===== config.mk =====
export PLATFORM = sky130hd
export DESIGN_NAME = rrwb_master_flat
export DESIGN_NICKNAME = d
export VERILOG_FILES = /design/src/pkg/rrwb_pkg.sv /design/src/pkg/rrwb_link_if.sv /design/src/verilog/rrwb_master.sv /design/src/flat_wrapper.sv
export SDC_FILE = /design/constraint.sdc
export NUM_CORES = 1
export LEC_CHECK = 0
export BUFFER_PORTS_ARGS = -buffer_cell sky130_fd_sc_hd__buf_4
export CELL_PAD_IN_SITES_DETAIL_PLACEMENT = 1
export CELL_PAD_IN_SITES_GLOBAL_PLACEMENT = 2
export CORE_ASPECT_RATIO = 0.6
export CORE_UTILIZATION = 32
export DETAILED_ROUTE_END_ITERATION = 16
export HOLD_SLACK_MARGIN = 0.1
export PLACE_DENSITY_LB_ADDON = 0.1
export SLEW_MARGIN = 20
export SYNTH_ARGS = -nofsm -noshare
export SYNTH_HDL_FRONTEND = slang
export SYNTH_SLANG_ARGS = --single-unit

===== constraint.sdc =====
create_clock -name CLK -period 4.3 [get_ports CLK]
set_input_delay 0.215 -clock CLK [delete_from_list [all_inputs] [get_ports CLK]]
set_output_delay 0.215 -clock CLK [all_outputs]
set_load 0.02 [all_outputs]

===== src/pkg/rrwb_pkg.sv =====
// Shared constants for the remote register write block and its far end
package rrwb_pkg;
   localparam logic [3:0]  CMD_POSITION_INCREMENT_WRITE = 4'h2;
   localparam logic [3:0]  CMD_STATION_ADDRESS_WRITE    = 4'h5;
   localparam logic [3:0]  CMD_BROADCAST_WRITE          = 4'h8;
   localparam logic [15:0] POS_FIRST                    = 16'h0000;
   localparam logic [15:0] POS_LAST                     = 16'hFFDD;
   localparam logic [15:0] STATION_FIRST                = 16'h03E9;
   localparam logic [15:0] STATION_LAST                 = 16'h040C;
   localparam logic [2:0]  LEN_MIN                      = 3'h1;
   localparam logic [2:0]  LEN_MAX                      = 3'h4;
   localparam logic [15:0] OFS_APP_LAYER_CONTROL        = 16'h0120;
   localparam logic [15:0] OFS_APP_LAYER_CONTROL_HI     = 16'h0121;
   // Protected register ranges; the control register pair is gated separately
   localparam logic [15:0] OFS_STATION_LO               = 16'h0010;
   localparam logic [15:0] OFS_STATION_HI               = 16'h0011;
   localparam logic [15:0] OFS_SPARE_LO                 = 16'h0020;
   localparam logic [15:0] OFS_SPARE_HI                 = 16'h0021;
   localparam logic [15:0] OFS_WRPROT_LO                = 16'h0030;
   localparam logic [15:0] OFS_WRPROT_HI                = 16'h0031;
   localparam logic [15:0] OFS_CHIP_RESET               = 16'h0040;
   localparam logic [15:0] OFS_LINK_CTRL_LO             = 16'h0100;
   localparam logic [15:0] OFS_LINK_CTRL_HI             = 16'h0103;
   localparam logic [15:0] OFS_FMAP_LO                  = 16'h0600;
   localparam logic [15:0] OFS_FMAP_HI                  = 16'h06FF;
   localparam logic [15:0] OFS_SYNCM_LO                 = 16'h0800;
   localparam logic [15:0] OFS_SYNCM_HI                 = 16'h087F;
   localparam logic [15:0] OFS_DCLK_LO                  = 16'h0900;
   localparam logic [15:0] OFS_DCLK_HI                  = 16'h09FF;
   localparam logic [15:0] FAULT_NONE                   = 16'h0000;
   localparam logic [15:0] FAULT_NO_SLAVE               = 16'h0F09;
   localparam logic [15:0] FAULT_POSITION               = 16'h0F70;
   localparam logic [15:0] FAULT_LENGTH                 = 16'h0F71;
   localparam logic [15:0] FAULT_COMMAND                = 16'h0F72;
   localparam logic [15:0] FAULT_NO_RESPONSE            = 16'h0F73;
   localparam logic [15:0] FAULT_OFFSET                 = 16'h0F74;
   localparam logic [15:0] FAULT_SUPERSEDED             = 16'h1021;
   // Response wait: 1 ms at 25 MHz
   localparam int          RESP_TIMEOUT_US              = 1000;
   localparam int          CLK_MHZ                      = 25;
   localparam int          RESP_TIMEOUT_CYC             = RESP_TIMEOUT_US * CLK_MHZ;
   localparam logic [15:0] RESP_TIMEOUT_DEFAULT         = 16'(RESP_TIMEOUT_CYC);
   localparam logic [15:0] WKC_RESET                    = 16'h0000;
   localparam logic [5:0]  SLAVE_COUNT_MAX              = 6'h24;
endpackage


===== src/pkg/rrwb_link_if.sv =====
// Link between the master write block and the slave chain model
`timescale 1ns/1ns
interface rrwb_link_if;
   logic        req;       // Datagram strobe, one cycle
   logic [3:0]  cmd;       // Datagram command select
   logic [15:0] position;  // Position or station address
   logic [15:0] offset;    // Slave memory offset
   logic [2:0]  length;    // Bytes 1..4
   logic [31:0] data;      // Payload, low bytes used
   logic        ack;       // Datagram returned, one cycle
   logic [15:0] wkc;       // Working counter with ack
   logic [5:0]  present;   // Connected slave count
   modport master (output req, cmd, position, offset, length, data, input ack, wkc, present);
   modport slave  (input req, cmd, position, offset, length, data, output ack, wkc, present);
endinterface


===== src/verilog/rrwb_master.sv =====
// Master end: remote register write command block
// Notes on behaviour
// - Broadcast write ignores position, reaches every slave
// - Position write: zero hits first, decrementing onward
// - Station write: 1001..1036 selects matching slave
// - Addressed slave stores length bytes at offset
// - Broadcast count grows per writing slave
// - Length accepted only from 1 to 4
// - Count cleared at start, shown at done
// - Count grows by one per successful slave
// - Done set after normal slave write
// - Protected offsets refused with 0F74, nothing sent
// - Control register writable only in normal link
// - Read and write together: write ends 1021
// - No slave connected gives 0F09
// - Bad position 0F70, length 0F71, command 0F72
// - No response gives 0F73
`timescale 1ns/1ns
module rrwb_master
   #(parameter logic [15:0] RESP_TIMEOUT = rrwb_pkg::RESP_TIMEOUT_DEFAULT)
   (
   input  wire logic        CLK,          // System clock
   input  wire logic        RESETN,       // Async reset, active low
   rrwb_link_if.master      link,         // Link to slaves
   input  wire logic        EXECUTE,      // Start on rising edge
   input  wire logic [15:0] POSITION,     // Position or station address
   input  wire logic [15:0] OFFSET,      // Slave memory offset
   input  wire logic [15:0] LENGTH,      // Byte count
   input  wire logic [15:0] COMMAND,     // Datagram command select
   input  wire logic [31:0] VALUE,       // Write data
   input  wire logic        LINK_NORMAL,  // Normal communication established
   input  wire logic        CONNECTING,   // Connect or disconnect in progress
   input  wire logic        READ_START,   // Read block started (same clock)
   output logic             DONE,         // Completed normally
   output logic             BUSY,         // Request in progress
   output logic             ERROR,        // Request failed
   output logic      [15:0] FAULT_CODE,   // Error code with ERROR
   output logic      [15:0] WKC           // Working counter
   );
   typedef enum logic [1:0] {IDLE, SEND, WAIT} rrwb_state_t;
   rrwb_state_t state;
   logic        exec_q;
   logic [15:0] timer;
   logic        req;
   logic [3:0]  cmd;
   logic [15:0] position;
   logic [15:0] offset;
   logic [2:0]  length;
   logic [31:0] data;

   wire logic start = EXECUTE && !exec_q;
   wire logic is_pos = COMMAND == 16'(rrwb_pkg::CMD_POSITION_INCREMENT_WRITE);
   wire logic is_sta = COMMAND == 16'(rrwb_pkg::CMD_STATION_ADDRESS_WRITE);
   wire logic is_bc  = COMMAND == 16'(rrwb_pkg::CMD_BROADCAST_WRITE);
   wire logic cmd_bad = !(is_pos || is_sta || is_bc);
   wire logic len_bad = LENGTH < 16'(rrwb_pkg::LEN_MIN) || LENGTH > 16'(rrwb_pkg::LEN_MAX);
   // Position range wraps: 0x0000 then 0xFFFF down to 0xFFDD
   wire logic pos_ok = POSITION == rrwb_pkg::POS_FIRST || POSITION >= rrwb_pkg::POS_LAST;
   wire logic sta_ok = POSITION >= rrwb_pkg::STATION_FIRST && POSITION <= rrwb_pkg::STATION_LAST;
   wire logic adr_bad = (is_pos && !pos_ok) || (is_sta && !sta_ok);
   wire logic [15:0] last_byte = OFFSET + LENGTH - 16'h0001;
   // Any byte of the span inside a protected range refuses the whole write;
   // checking only the two ends would miss a short range in the middle
   function automatic logic protect(input logic [15:0] f, input logic [15:0] l);
      protect = (f <= rrwb_pkg::OFS_STATION_HI && l >= rrwb_pkg::OFS_STATION_LO) ||
                (f <= rrwb_pkg::OFS_SPARE_HI && l >= rrwb_pkg::OFS_SPARE_LO) ||
                (f <= rrwb_pkg::OFS_WRPROT_HI && l >= rrwb_pkg::OFS_WRPROT_LO) ||
                (f <= rrwb_pkg::OFS_CHIP_RESET && l >= rrwb_pkg::OFS_CHIP_RESET) ||
                (f <= rrwb_pkg::OFS_LINK_CTRL_HI && l >= rrwb_pkg::OFS_LINK_CTRL_LO) ||
                (f <= rrwb_pkg::OFS_FMAP_HI && l >= rrwb_pkg::OFS_FMAP_LO) ||
                (f <= rrwb_pkg::OFS_SYNCM_HI && l >= rrwb_pkg::OFS_SYNCM_LO) ||
                (f <= rrwb_pkg::OFS_DCLK_HI && l >= rrwb_pkg::OFS_DCLK_LO);
   endfunction
   wire logic hits_alc = OFFSET <= rrwb_pkg::OFS_APP_LAYER_CONTROL_HI &&
                         last_byte >= rrwb_pkg::OFS_APP_LAYER_CONTROL;
   wire logic alc_bad = hits_alc && (!LINK_NORMAL || CONNECTING);
   wire logic ofs_bad = protect(OFFSET, last_byte) || alc_bad;
   wire logic no_slave = link.present == 6'h00;
   wire logic [15:0] check_code =
      no_slave ? rrwb_pkg::FAULT_NO_SLAVE :
      adr_bad  ? rrwb_pkg::FAULT_POSITION :
      len_bad  ? rrwb_pkg::FAULT_LENGTH :
      cmd_bad  ? rrwb_pkg::FAULT_COMMAND :
      ofs_bad  ? rrwb_pkg::FAULT_OFFSET : rrwb_pkg::FAULT_NONE;
   // A read started with or after this write supersedes it
   wire logic superseded = READ_START && BUSY;
   wire logic timeout = state == WAIT && timer == RESP_TIMEOUT;

   always_ff @(posedge CLK or negedge RESETN)
   begin
      if (!RESETN)
         exec_q <= 1'b0;
      else
         exec_q <= EXECUTE;
   end

   always_ff @(posedge CLK or negedge RESETN)
   begin
      if (!RESETN)
      begin
         state <= IDLE;
         DONE <= 1'b0;
         BUSY <= 1'b0;
         ERROR <= 1'b0;
         FAULT_CODE <= rrwb_pkg::FAULT_NONE;
         WKC <= rrwb_pkg::WKC_RESET;
         timer <= 16'h0000;
      end
      else
      begin
         unique case (state)
            IDLE:
               if (start)
               begin
                  WKC <= rrwb_pkg::WKC_RESET;
                  DONE <= 1'b0;
                  if (check_code != rrwb_pkg::FAULT_NONE || READ_START)
                  begin
                     ERROR <= 1'b1;
                     FAULT_CODE <= READ_START ? rrwb_pkg::FAULT_SUPERSEDED : check_code;
                  end
                  else
                  begin
                     ERROR <= 1'b0;
                     FAULT_CODE <= rrwb_pkg::FAULT_NONE;
                     BUSY <= 1'b1;
                     state <= SEND;
                  end
               end
            SEND:
            begin
               timer <= 16'h0000;
               state <= superseded ? IDLE : WAIT;
               if (superseded)
               begin
                  BUSY <= 1'b0;
                  ERROR <= 1'b1;
                  FAULT_CODE <= rrwb_pkg::FAULT_SUPERSEDED;
               end
            end
            WAIT:
            begin
               timer <= timer + 16'h0001;
               if (superseded || link.ack || timeout)
               begin
                  state <= IDLE;
                  BUSY <= 1'b0;
               end
               if (link.ack && !superseded)
               begin
                  DONE <= 1'b1;
                  WKC <= link.wkc;
               end
               else if (superseded || timeout)
               begin
                  ERROR <= 1'b1;
                  FAULT_CODE <= superseded ? rrwb_pkg::FAULT_SUPERSEDED : rrwb_pkg::FAULT_NO_RESPONSE;
               end
            end
         endcase
      end
   end

   // Datagram latched at start; only one strobe per request
   always_ff @(posedge CLK or negedge RESETN)
   begin
      if (!RESETN)
      begin
         req <= 1'b0;
         cmd <= 4'h0;
         position <= 16'h0000;
         offset <= 16'h0000;
         length <= 3'h0;
         data <= 32'h00000000;
      end
      else
      begin
         req <= state == IDLE && start && check_code == rrwb_pkg::FAULT_NONE && !READ_START;
         if (state == IDLE && start)
         begin
            cmd <= COMMAND[3:0];
            position <= is_bc ? 16'h0000 : POSITION;
            offset <= OFFSET;
            length <= LENGTH[2:0];
            data <= VALUE;
         end
      end
   end

   assign link.req      = req;
   assign link.cmd      = cmd;
   assign link.position = position;
   assign link.offset   = offset;
   assign link.length   = length;
   assign link.data     = data;
endmodule


===== src/flat_wrapper.sv =====
// flat-port wrapper written by rule: the top's interface ports become plain ports
module rrwb_master_flat 
#(parameter logic [15:0] RESP_TIMEOUT = rrwb_pkg::RESP_TIMEOUT_DEFAULT)
  (CLK, RESETN, EXECUTE, POSITION, OFFSET, LENGTH, COMMAND, VALUE, LINK_NORMAL, CONNECTING, READ_START, DONE, BUSY, ERROR, FAULT_CODE, WKC, link_req, link_cmd, link_position, link_offset, link_length, link_data, link_ack, link_wkc, link_present);
  rrwb_link_if link_i ();
  input  wire logic CLK;
  input  wire logic RESETN;
  input  wire logic EXECUTE;
  input  wire logic [15:0] POSITION;
  input  wire logic [15:0] OFFSET;
  input  wire logic [15:0] LENGTH;
  input  wire logic [15:0] COMMAND;
  input  wire logic [31:0] VALUE;
  input  wire logic LINK_NORMAL;
  input  wire logic CONNECTING;
  input  wire logic READ_START;
  output logic DONE;
  output logic BUSY;
  output logic ERROR;
  output logic      [15:0] FAULT_CODE;
  output logic      [15:0] WKC;
  output wire logic [$bits(link_i.req)-1:0] link_req;
  output wire logic [$bits(link_i.cmd)-1:0] link_cmd;
  output wire logic [$bits(link_i.position)-1:0] link_position;
  output wire logic [$bits(link_i.offset)-1:0] link_offset;
  output wire logic [$bits(link_i.length)-1:0] link_length;
  output wire logic [$bits(link_i.data)-1:0] link_data;
  input wire logic [$bits(link_i.ack)-1:0] link_ack;
  input wire logic [$bits(link_i.wkc)-1:0] link_wkc;
  input wire logic [$bits(link_i.present)-1:0] link_present;
  assign link_req = link_i.req;
  assign link_cmd = link_i.cmd;
  assign link_position = link_i.position;
  assign link_offset = link_i.offset;
  assign link_length = link_i.length;
  assign link_data = link_i.data;
  assign link_i.ack = link_ack;
  assign link_i.wkc = link_wkc;
  assign link_i.present = link_present;
  rrwb_master #(.RESP_TIMEOUT(RESP_TIMEOUT)) u_core (.CLK(CLK), .RESETN(RESETN), .link(link_i), .EXECUTE(EXECUTE), .POSITION(POSITION), .OFFSET(OFFSET), .LENGTH(LENGTH), .COMMAND(COMMAND), .VALUE(VALUE), .LINK_NORMAL(LINK_NORMAL), .CONNECTING(CONNECTING), .READ_START(READ_START), .DONE(DONE), .BUSY(BUSY), .ERROR(ERROR), .FAULT_CODE(FAULT_CODE), .WKC(WKC));
endmodule

==> results of run 1 <==
[per-stage QoR]
step                hold WS, ns  total power [mW]  area (sq um)  setup slack [ns]
global placement          0.309              4.42          8440             0.715
floorplan               -0.0806              3.32          6490              1.14
global route              0.115              6.34          9740            0.0871
CTS                       0.106              6.01          9740             0.383
detailed placement        0.324              4.52          8440             0.499
finish                    0.109              5.98          9740             0.300
[area by class of cell]
| cell class | instances | area [sq um] |
|---|---|---|
| inverter | 73 | 274 |
| multi-input combinational | 462 | 3110 |
| clock buffer | 21 | 460 |
| clock inverter | 9 | 104 |
| fill | 2215 | 9680 |
| tap | 266 | 333 |
| timing repair buffer | 309 | 2500 |
| sequential | 118 | 2950 |
[worst max-delay path: cells and delay by family]
kind / cells / cell delay, ns
AO/OA/AOI/OAI: 4 / 1.26
buffers and inverters: 5 / 0.84
multiplexers: 1 / 0.23
AND/OR/NAND/NOR: 4 / 1.04
adder cells (fa/ha/maj): 3 / 0.75
[sequential cells by signal, indices dropped and copies added, names as in the netlist]
signal,count
u_core.link.data,32
u_core.WKC,16
u_core.link.offset,16
u_core.link.position,16
u_core.timer,16
u_core.FAULT_CODE,8
u_core.link.cmd,4
u_core.link.length,3
u_core.state,2
u_core.BUSY,1
u_core.DONE,1
u_core.ERROR,1
u_core.exec_q,1
u_core.link.req,1
[kinds of logic (layout without fill, tap and decap cells)]
kind of cell,Yosys count,count (layout),synth area share [%]
compound gates,127,127,13.5
xor+xnor,17,17,2.30
fa+ha+maj,35,35,6.88
buf+inv,104,412,6.49
flops,118,118,45.6
mux,41,41,7.05
other cells,1,4,0.0579
simple gates,238,238,18.1
[routing by layer]
metal / part of all wire [%] / GRT usage (%) / wire [um]
met4: 1.4 / 6.45 / 348
met5: 0 / 0 / 0
met1: 45 / 31.1 / 10900
met3: 7.5 / 8.44 / 1810
met2: 46 / 38.6 / 11100
[cells in the final DEF (no fill, tap or decap), types with 4 or more instances in the layout]
cell type      netlist  routed
nor2_1              31      31
and3_1               6       6
xnor2_1              9       9
dfrtp_1            118     118
clkinv_2             0       4
a21oi_1             20      20
nand4_1             11      11
or3_1               11      11
buf_4                8     235
nand2_1             87      87
inv_1               73      73
dlygate4sd3_1        0      74
nor3_1              21      21
conb_1               1       4
or4_1                6       6
or2_2                4       4
nor4_1              10      10
o211ai_1             7       7
mux2i_1              4       4
mux2_2              37      37
a22o_1              17      17
ha_1                34      34
xor2_1               8       8
a21o_1               5       5
o21ai_0             41      41
a31oi_1              6       6
clkbuf_16            0      17
nand3_1             30      30
[power by group]
group / switching [mW] / internal, mW / total (mW)
Sequential: 0.283 / 1.54 / 1.83
Combinational: 1.61 / 1.15 / 2.76
Clock: 0.528 / 0.872 / 1.40
Total: 2.42 / 3.57 / 5.98
[cells in the mapped netlist (4+ instances only)]
| library cell | count |
|---|---|
| or2_2 | 4 |
| nand2_1 | 87 |
| o211ai_1 | 7 |
| a21o_1 | 5 |
| nor2_1 | 31 |
| ha_1 | 34 |
| o21ai_0 | 41 |
| buf_4 | 8 |
| or3_1 | 11 |
| a22o_1 | 17 |
| mux2i_1 | 4 |
| xor2_1 | 8 |
| and3_1 | 6 |
| nor3_1 | 21 |
| a21oi_1 | 20 |
| nor4_1 | 10 |
| dfrtp_1 | 118 |
| nand4_1 | 11 |
| a31oi_1 | 6 |
| nand3_1 | 30 |
| or4_1 | 6 |
| mux2_2 | 37 |
| inv_1 | 73 |
| xnor2_1 | 9 |
| clkbuf_1 | 22 |
[repair_timing]
| action | CTS | global route |
|---|---|---|
| endpoints found under the hold margin | 126 | 0 |
| gates resized for setup | 0 | 0 |
| hold buffers | 74 | 0 |
| buffers inserted | 0 | 0 |
[worst min-delay path by stage]
stage | startpoint | slack (ns) | end | cells after the start
after CTS | OFFSET[13] | 0.11 | u_core.link.offset[13] | 3
after global placement | RESETN | 0.31 | u_core.timer[11] | 1
after global routing | OFFSET[14] | 0.11 | u_core.link.offset[14] | 3
after detailed placement | RESETN | 0.32 | u_core.timer[14] | 1
after floorplan | RESETN | -0.08 | u_core.BUSY | 0
final | LENGTH[2] | 0.11 | u_core.link.length[2] | 3
==> impl_metrics.csv, run 1 <==
group,metric,value,unit
drt,drt_iter0_drc,346,
die,core,19400,sq um
cts,cts_buffer_depth,2,
yosys,synth_cell_types,60,
min_path,hold_class,"input port to flip-flop",
timing,worstMarginPinSlew,0.864,ns
finish,finalNonFillerCells,1258,
power,peakVddDrop,0.000383,V
drt,dr.pass1.iters,4,
timing,final.setup.tns,0,ns
yosys,yosysWarnings,0,
setup_path,crit_path_end_kind,"flip-flop",
yosys,syn_area_per_cell,9.51,sq um
finish,nets,1141,
timing,skew,0.00740,ns
yosys,synth-main-ff-cell,"dfrtp_1",
die,start_util,33.3,%
timing,slew_viol_final,0,
cts,root_buffer,"clkbuf_16",
finish,syn_to_final_growth,50.5,%
cts,h-tree-depth,4,
yosys,ys_ff_latch,118,
setup_path,reg2reg_slack,1.75,ns
setup_path,crit_top_cell,"inv_1",
timing,slew-limit-headroom,42.2,%
yosys,synth.area.top_cells,"dfrtp_1 46%, ha_1 6.6%, mux2_2 6.4%",
setup_path,worstPathRequired,4.64,ns
die,num_io_pins,232,
die,die_x,186,um
grt,grt_pass1_wl,38200,um
cts,cts_tree,"yes",
setup_path,crit_arrival,4.34,ns
place,dp_cells,1154,
timing,rsz0062_at_grt,"no",
setup_path,crit_end,"u_core.state[0]",
yosys,asyncSetResetFlopFracSynth,100,%
run,maxCapViolCount,0,
setup_path,critPathLaunch,"LENGTH[1]",
yosys,yosys.area.top_type,"dfrtp_1",
grt,antenna_found_initial,0,
timing,setup_viol,0,
drt,viasPerCell,5.02,
setup_path,reg2reg_depth,10,
status,run_status,"completed",
setup_path,cp_slowest_cell,"dlygate4sd3_1",
cts,clkTransAtPathRegs,0.06,ns
yosys,synth_sequential_area_ratio,45.6,%
place,place_hpwl,17600,um
yosys,synth_top_area_share,45.6,%
drt,wl,24200,um
yosys,postSynthCellCount,681,
setup_path,max_stage_delay,0.53,ns
timing,fmax,250,MHz
grt,grt.total_usage,24.2,%
yosys,synth-edff-count,0,
setup_path,cp_max_fo,6,
drt,dr_total_vias,6316,
setup_path,startpoint_type,"input port",
die,die_h,112,um
place,routabilityCongestion,0.909,
die,dieArea,20800,sq um
place,portBuffers,227,
grt,gr-total-overflow,0,
finish,post-route-util,50.2,%
drt,route.detailed.drc,0,
finish,n_antenna_cell,0,
power,power.leakage,4.76,nW
timing,hold_violations,0,
yosys,synth_area,6470,sq um
die,fp-row-count,39,
setup_path,path_cells,"dlygate4sd3_1 > buf_4 > inv_1 > ha_1 > inv_1 > ha_1 > inv_1 > fa_1 > nor2b_1 > o2111ai_1 > and4_1 > a211oi_1 > a21oi_1 > nor4_1 > nand4_1 > o22ai_1 > mux2i_1",
cts,cts.sinks,118,
finish,drive_gt1_share,31.6,%
grt,grt_start_max_net_pins,69,
cts,cts_buffers,17,
timing,min_period,4.00,ns
cts,worstSkewPairLatency,0.42,ns
power,powerDensity,614,nW/um^2
setup_path,crit_type,"input port to flip-flop",
timing,finalCritPeriodShare,93.0,%
drt,final_antenna_net_count,0,
drt,wl_per_cell,19.2,um
setup_path,r2r_end,"u_core.state[0]",
grt,grt_pass1_vias,6897,
setup_path,r2r_start,"u_core.timer[0]",
(Power assumes the default switching activity.)
==> run 2: changes to the inputs <==
--- a/config.mk
+++ b/config.mk
@@ -13,6 +13,7 @@
 export DETAILED_ROUTE_END_ITERATION = 16
 export HOLD_SLACK_MARGIN = 0.1
 export PLACE_DENSITY_LB_ADDON = 0.1
+export RECOVER_POWER = 50
 export SLEW_MARGIN = 20
 export SYNTH_ARGS = -nofsm -noshare
 export SYNTH_HDL_FRONTEND = slang
==> impl_metrics.csv, run 2 (synthesized netlist as in run 1, its figures left out) <==
group,metric,value,unit
status,run_status,"finished with violations",
status,failed_checks,"max-capacitance violations, max-slew violations",
drt,final_antenna_net_count,0,
die,dieArea,20800,sq um
grt,antenna_found_initial,0,
finish,stdcell_area,9350,sq um
timing,min_period,3.98,ns
cts,clkTransAtPathRegs,0.06,ns
cts,cts_buffers,17,
setup_path,crit_type,"input port to flip-flop",
timing,skew,0.0106,ns
cts,worstSkewPairLatency,0.42,ns
timing,slew_viol_final,56,
timing,fmax,251,MHz
cts,h-tree-depth,4,
drt,wl,24000,um
run,maxCapViolCount,1,
drt,dr.pass1.iters,5,
min_path,hold_class,"input port to flip-flop",
setup_path,startpoint_type,"input port",
grt,gr-total-overflow,0,
cts,cts_buffer_depth,2,
timing,rsz0062_at_grt,"no",
finish,largest_reg_flops,32,
timing,worstMarginPinSlew,3.06,ns
grt,grt_pass1_vias,6897,
die,fp-row-count,39,
finish,nets,1141,
timing,slew-limit-headroom,-104,%
cts,cts_setup_buffers,0,
place,routabilityCongestion,0.909,
power,powerDensity,600,nW/um^2
finish,n_antenna_cell,0,
setup_path,crit_arrival,4.32,ns
setup_path,worstPathRequired,4.64,ns
grt,top_usage_layer,"met2",
cts,cts.sinks,118,
die,core,19400,sq um
timing,final.setup.tns,0,ns
die,start_util,33.3,%
grt,met3_usage,8.44,%
setup_path,crit_path_end_kind,"flip-flop",
timing,setup_viol,0,
timing,finalCritPeriodShare,92.6,%
finish,drive_gt1_share,21.0,%
power,peakVddDrop,0.000377,V
die,die_x,186,um
setup_path,cp_max_fo,6,
die,num_io_pins,232,
grt,grtUsageMet1,31.1,%
drt,wl_per_cell,19.1,um
place,portBuffers,227,
drt,route.detailed.drc,0,
place,place_hpwl,17600,um
place,placedInstanceArea,8440,sq um
finish,final_cell_mix,"129 x buf_4, 118 x dfrtp_1, 107 x clkbuf_1",
cts,root_buffer,"clkbuf_16",
drt,drt_iter0_drc,326,
grt,grt_pass1_wl,38200,um
finish,syn_to_final_growth,44.3,%
timing,hold_violations,0,
cts,cts_tree,"yes",
die,die_h,112,um
grt,grt_start_max_net_pins,69,
power,power.leakage,4.36,nW
finish,mostFrequentLayoutCell,"buf_4",
grt,grt.total_usage,24.2,%
drt,dr_total_vias,6311,
finish,regMostFlops,"u_core.link.data",
drt,viasPerCell,5.02,
grt,use_met2,38.6,%
-- run 2: changes by cell type in the layout (fill, tap and decap cells not counted) --
cell / before / now
clkbuf_1: 2 / 107
clkbuf_2: 0 / 1
buf_4: 235 / 129
-- run 2: worst paths after layout --
check / startpoint / to / slack [ns] / cells past startpoint
setup / recovery: LENGTH[1] / u_core.state[0] / 0.32 / 17
hold / removal: LENGTH[2] / u_core.link.length[2] / 0.12 / 3
setup reg to reg: u_core.timer[0] / u_core.state[0] / 1.74 / 10
hold reg to reg: u_core.WKC[11] / u_core.WKC[11] / 0.47 / 2
max in group asynchronous: RESETN / u_core.link.offset[11] / 1.02 / 3
min in group asynchronous: RESETN / u_core.timer[10] / 1.35 / 2
-- run 2: routing by layer --
| layer | vias up | share of wire, % |
|---|---|---|
| met4 | 0 | 1.3 |
| met3 | 28 | 7.8 |
| met5 | - | 0 |
| met1 | 3100 | 45 |
| met2 | 209 | 46 |
| li1 | 2974 | - |
-- run 2: layout make-up --
| cell class | instances | area [sq um] |
|---|---|---|
| clock buffers | 21 | 460 |
| clock inverters | 9 | 104 |
| fillers | 2300 | 10100 |
| inverters | 73 | 274 |
| multi-input cells | 462 | 3110 |
| flip-flops and latches | 118 | 2950 |
| well taps | 266 | 333 |
| repair buffers | 309 | 2110 |
-- run 2: through the flow --
step	utilization (%)	hold WS (ns)	power [mW]	worst slack (ns)	std cells
final	48.1	0.116	5.61	0.317	1258
after global routing	48.1	0.115	5.97	0.0871	1258
after CTS	50.2	0.106	6.01	0.383	1258
after detailed placement	43.4	0.324	4.52	0.499	1154
after global placement	43.4	0.309	4.42	0.715	1154
after floorplan	-	-0.0806	3.32	1.14	684
-- run 2: timing repair --
item / in CTS / in global routing
hold endpoints to repair: 126 / 0
hold buffers: 74 / 0
gates resized for setup: 0 / 0
-- run 2: where the power goes --
| part | total, mW | switching (mW) | leakage (nW) | internal (mW) |
|---|---|---|---|---|
| sequential | 1.81 | 0.268 | 1.49 | 1.54 |
| clock | 1.40 | 0.528 | 0.275 | 0.872 |
| combinational | 2.40 | 1.60 | 2.60 | 0.796 |
| total | 5.61 | 2.40 | 4.36 | 3.21 |
-- run 2: critical path, cell delays in order --
cell and delay [ns]:
dlygate4sd3_1 0.53, buf_4 0.13, inv_1 0.06, ha_1 0.22, inv_1 0.06, ha_1 0.16, inv_1 0.06, fa_1 0.37
nor2b_1 0.19, o2111ai_1 0.31, and4_1 0.33, a211oi_1 0.33, a21oi_1 0.21, nor4_1 0.33, nand4_1 0.19, o22ai_1 0.38
mux2i_1 0.23
==> run 3: changes to the inputs <==
--- a/config.mk
+++ b/config.mk
@@ -6,7 +6,7 @@
 export NUM_CORES = 1
 export LEC_CHECK = 0
 export BUFFER_PORTS_ARGS = -buffer_cell sky130_fd_sc_hd__buf_4
-export CELL_PAD_IN_SITES_DETAIL_PLACEMENT = 1
+export CELL_PAD_IN_SITES_DETAIL_PLACEMENT = 2
 export CELL_PAD_IN_SITES_GLOBAL_PLACEMENT = 2
 export CORE_ASPECT_RATIO = 0.6
 export CORE_UTILIZATION = 32
==> impl_metrics.csv, run 3 (synthesized netlist as in run 1, its figures left out) <==
group,metric,value,unit
timing,fmax,251,MHz
drt,wl_per_cell,24.0,um
setup_path,crit_top_cell,"inv_1",
die,core,19400,sq um
min_path,hp-start,"OFFSET[0]",
finish,fill_cells,2215,
finish,nets,1140,
setup_path,crit_type,"input port to flip-flop",
setup_path,worstPathRequired,4.57,ns
cts,cts_tree,"yes",
drt,route.detailed.drc,0,
grt,gr-total-overflow,0,
grt,grt_pass1_vias,7668,
setup_path,crit_path_end_kind,"flip-flop",
drt,final_antenna_net_count,0,
status,run_status,"finished with violations",
drt,drt_iter0_drc,383,
die,die_x,186,um
drt,viasPerCell,5.31,
grt,grt_start_max_net_pins,69,
setup_path,cp_max_fo,6,
setup_path,cpLargestDelayFamily,"compound AO/OA/AOI/OAI gates",
die,start_util,33.3,%
cts,worstSkewPairLatency,0.42,ns
finish,drive_gt1_share,21.1,%
cts,cts.sinks,118,
finish,final_cell_mix,"129 x buf_4, 118 x dfrtp_1, 107 x clkbuf_1",
drt,dr.pass1.iters,5,
min_path,hold_class,"input port to flip-flop",
setup_path,startpoint_type,"input port",
cts,h-tree-depth,4,
setup_path,r2r_start,"u_core.timer[0]",
setup_path,critPathLaunch,"LENGTH[1]",
cts,root_buffer,"clkbuf_16",
grt,grt_pass1_wl,46500,um
setup_path,cp_slowest_cell,"dlygate4sd3_1",
finish,multi_input_area,3110,sq um
cts,postCtsResizedCells,0,
drt,dr_total_vias,6685,
run,maxCapViolCount,1,
timing,slew-limit-headroom,-119,%
finish,largest_reg_flops,32,
die,fp-row-count,39,
die,num_io_pins,232,
timing,hold_violations,0,
cts,clkTransAtPathRegs,0.05,ns
drt,wl,30300,um
finish,regMostFlops,"u_core.link.data",
finish,seqCellArea,2950,sq um
timing,finalCritPeriodShare,92.6,%
place,pre_cts_ws,0.456,ns
power,power.leakage,4.36,nW
setup_path,path_cells,"dlygate4sd3_1 > buf_4 > inv_1 > ha_1 > inv_1 > ha_1 > inv_1 > fa_1 > nor2b_1 > o2111ai_1 > a311oi_1 > o21a_1 > nor2_1 > o21ai_0 > nand3_1 > nor4_1 > o31ai_1",
timing,setup_viol,0,
grt,antenna_found_initial,3,
cts,cts_setup_buffers,0,
place,routabilityCongestion,0.909,
timing,rsz0062_at_grt,"no",
timing,worstMarginPinSlew,3.28,ns
status,failed_checks,"max-capacitance violations, max-slew violations",
setup_path,crit_buf_inv,5,
place,placedInstanceArea,8440,sq um
timing,slew_viol_final,56,
die,dieArea,20800,sq um
place,portBuffers,227,
die,die_h,112,um
cts,cts_buffers,17,
timing,min_period,3.98,ns
power,powerDensity,623,nW/um^2
finish,syn_to_final_growth,44.5,%
finish,mostFrequentLayoutCell,"buf_4",
power,peakVddDrop,0.000279,V
timing,skew,0.00886,ns
setup_path,crit_arrival,4.25,ns
cts,hold_buffers,73,
finish,stdcell_area,9360,sq um
timing,worst_slack,0.318,ns
timing,final.setup.tns,0,ns
cts,cts_buffer_depth,2,
place,place_hpwl,18900,um
grt,grt.total_usage,30.2,%
setup_path,max_stage_delay,0.53,ns
## run 3: cell types whose count changed in the layout (fill, tap and decap cells not counted)
cell,change
diode_2,+2
clkinvlp_4,+1
dlygate4sd3_1,-1
bufinv_16,-1
clkbuf_8,+4
clkinv_2,-3
## run 3: area by class of cell
class / instances / share of cell area, %
repair buffers: 308 / 22.4
clock inverters: 6 / 0.709
clock buffers: 25 / 5.51
multi-input cells: 462 / 33.3
flip-flops and latches: 118 / 31.6
diodes: 2 / 0.0535
well taps: 266 / 3.56
inverters: 73 / 2.93
## run 3: worst min-delay path: stages
cell,delay [ns]
buf_4,0.08
inv_1,0.05
o21ai_0,0.15
## run 3: path summary, 6_finish.rpt
kind | slack (ns) | to | cells past startpoint
hold reg to reg | 0.47 | u_core.WKC[3] | 2
setup / recovery | 0.32 | u_core.FAULT_CODE[6] | 17
min in group asynchronous | 1.44 | u_core.timer[14] | 2
hold / removal | 0.13 | u_core.link.offset[0] | 3
setup reg to reg | 1.73 | u_core.FAULT_CODE[11] | 9
max in group asynchronous | 0.89 | u_core.link.length[2] | 3
## run 3: per-stage QoR
stage | hold slack (ns) | util [%] | cells | power, mW
floorplan | -0.0806 | - | 684 | 3.32
global placement | 0.309 | 43.4 | 1154 | 4.42
detailed placement | 0.330 | 43.4 | 1154 | 4.54
CTS | 0.103 | 50.2 | 1258 | 6.06
global route | 0.124 | 48.2 | 1260 | 6.12
finish | 0.127 | 48.2 | 1260 | 5.83
## run 3: routing by layer
metal,part of all wire (%),track usage (%),up-vias
met5,0.043,0,-
met4,2.7,10.9,2
met3,6.1,7.59,59
met2,48,49.6,251
met1,43,38.4,3398
li1,-,-,2975
## run 3: report_power, final
part	internal, mW	total, mW	switching [mW]	leakage [nW]
logic	0.799	2.51	1.71	2.59
clock network	0.885	1.44	0.555	0.278
registers	1.54	1.88	0.340	1.49
total	3.23	5.83	2.60	4.36
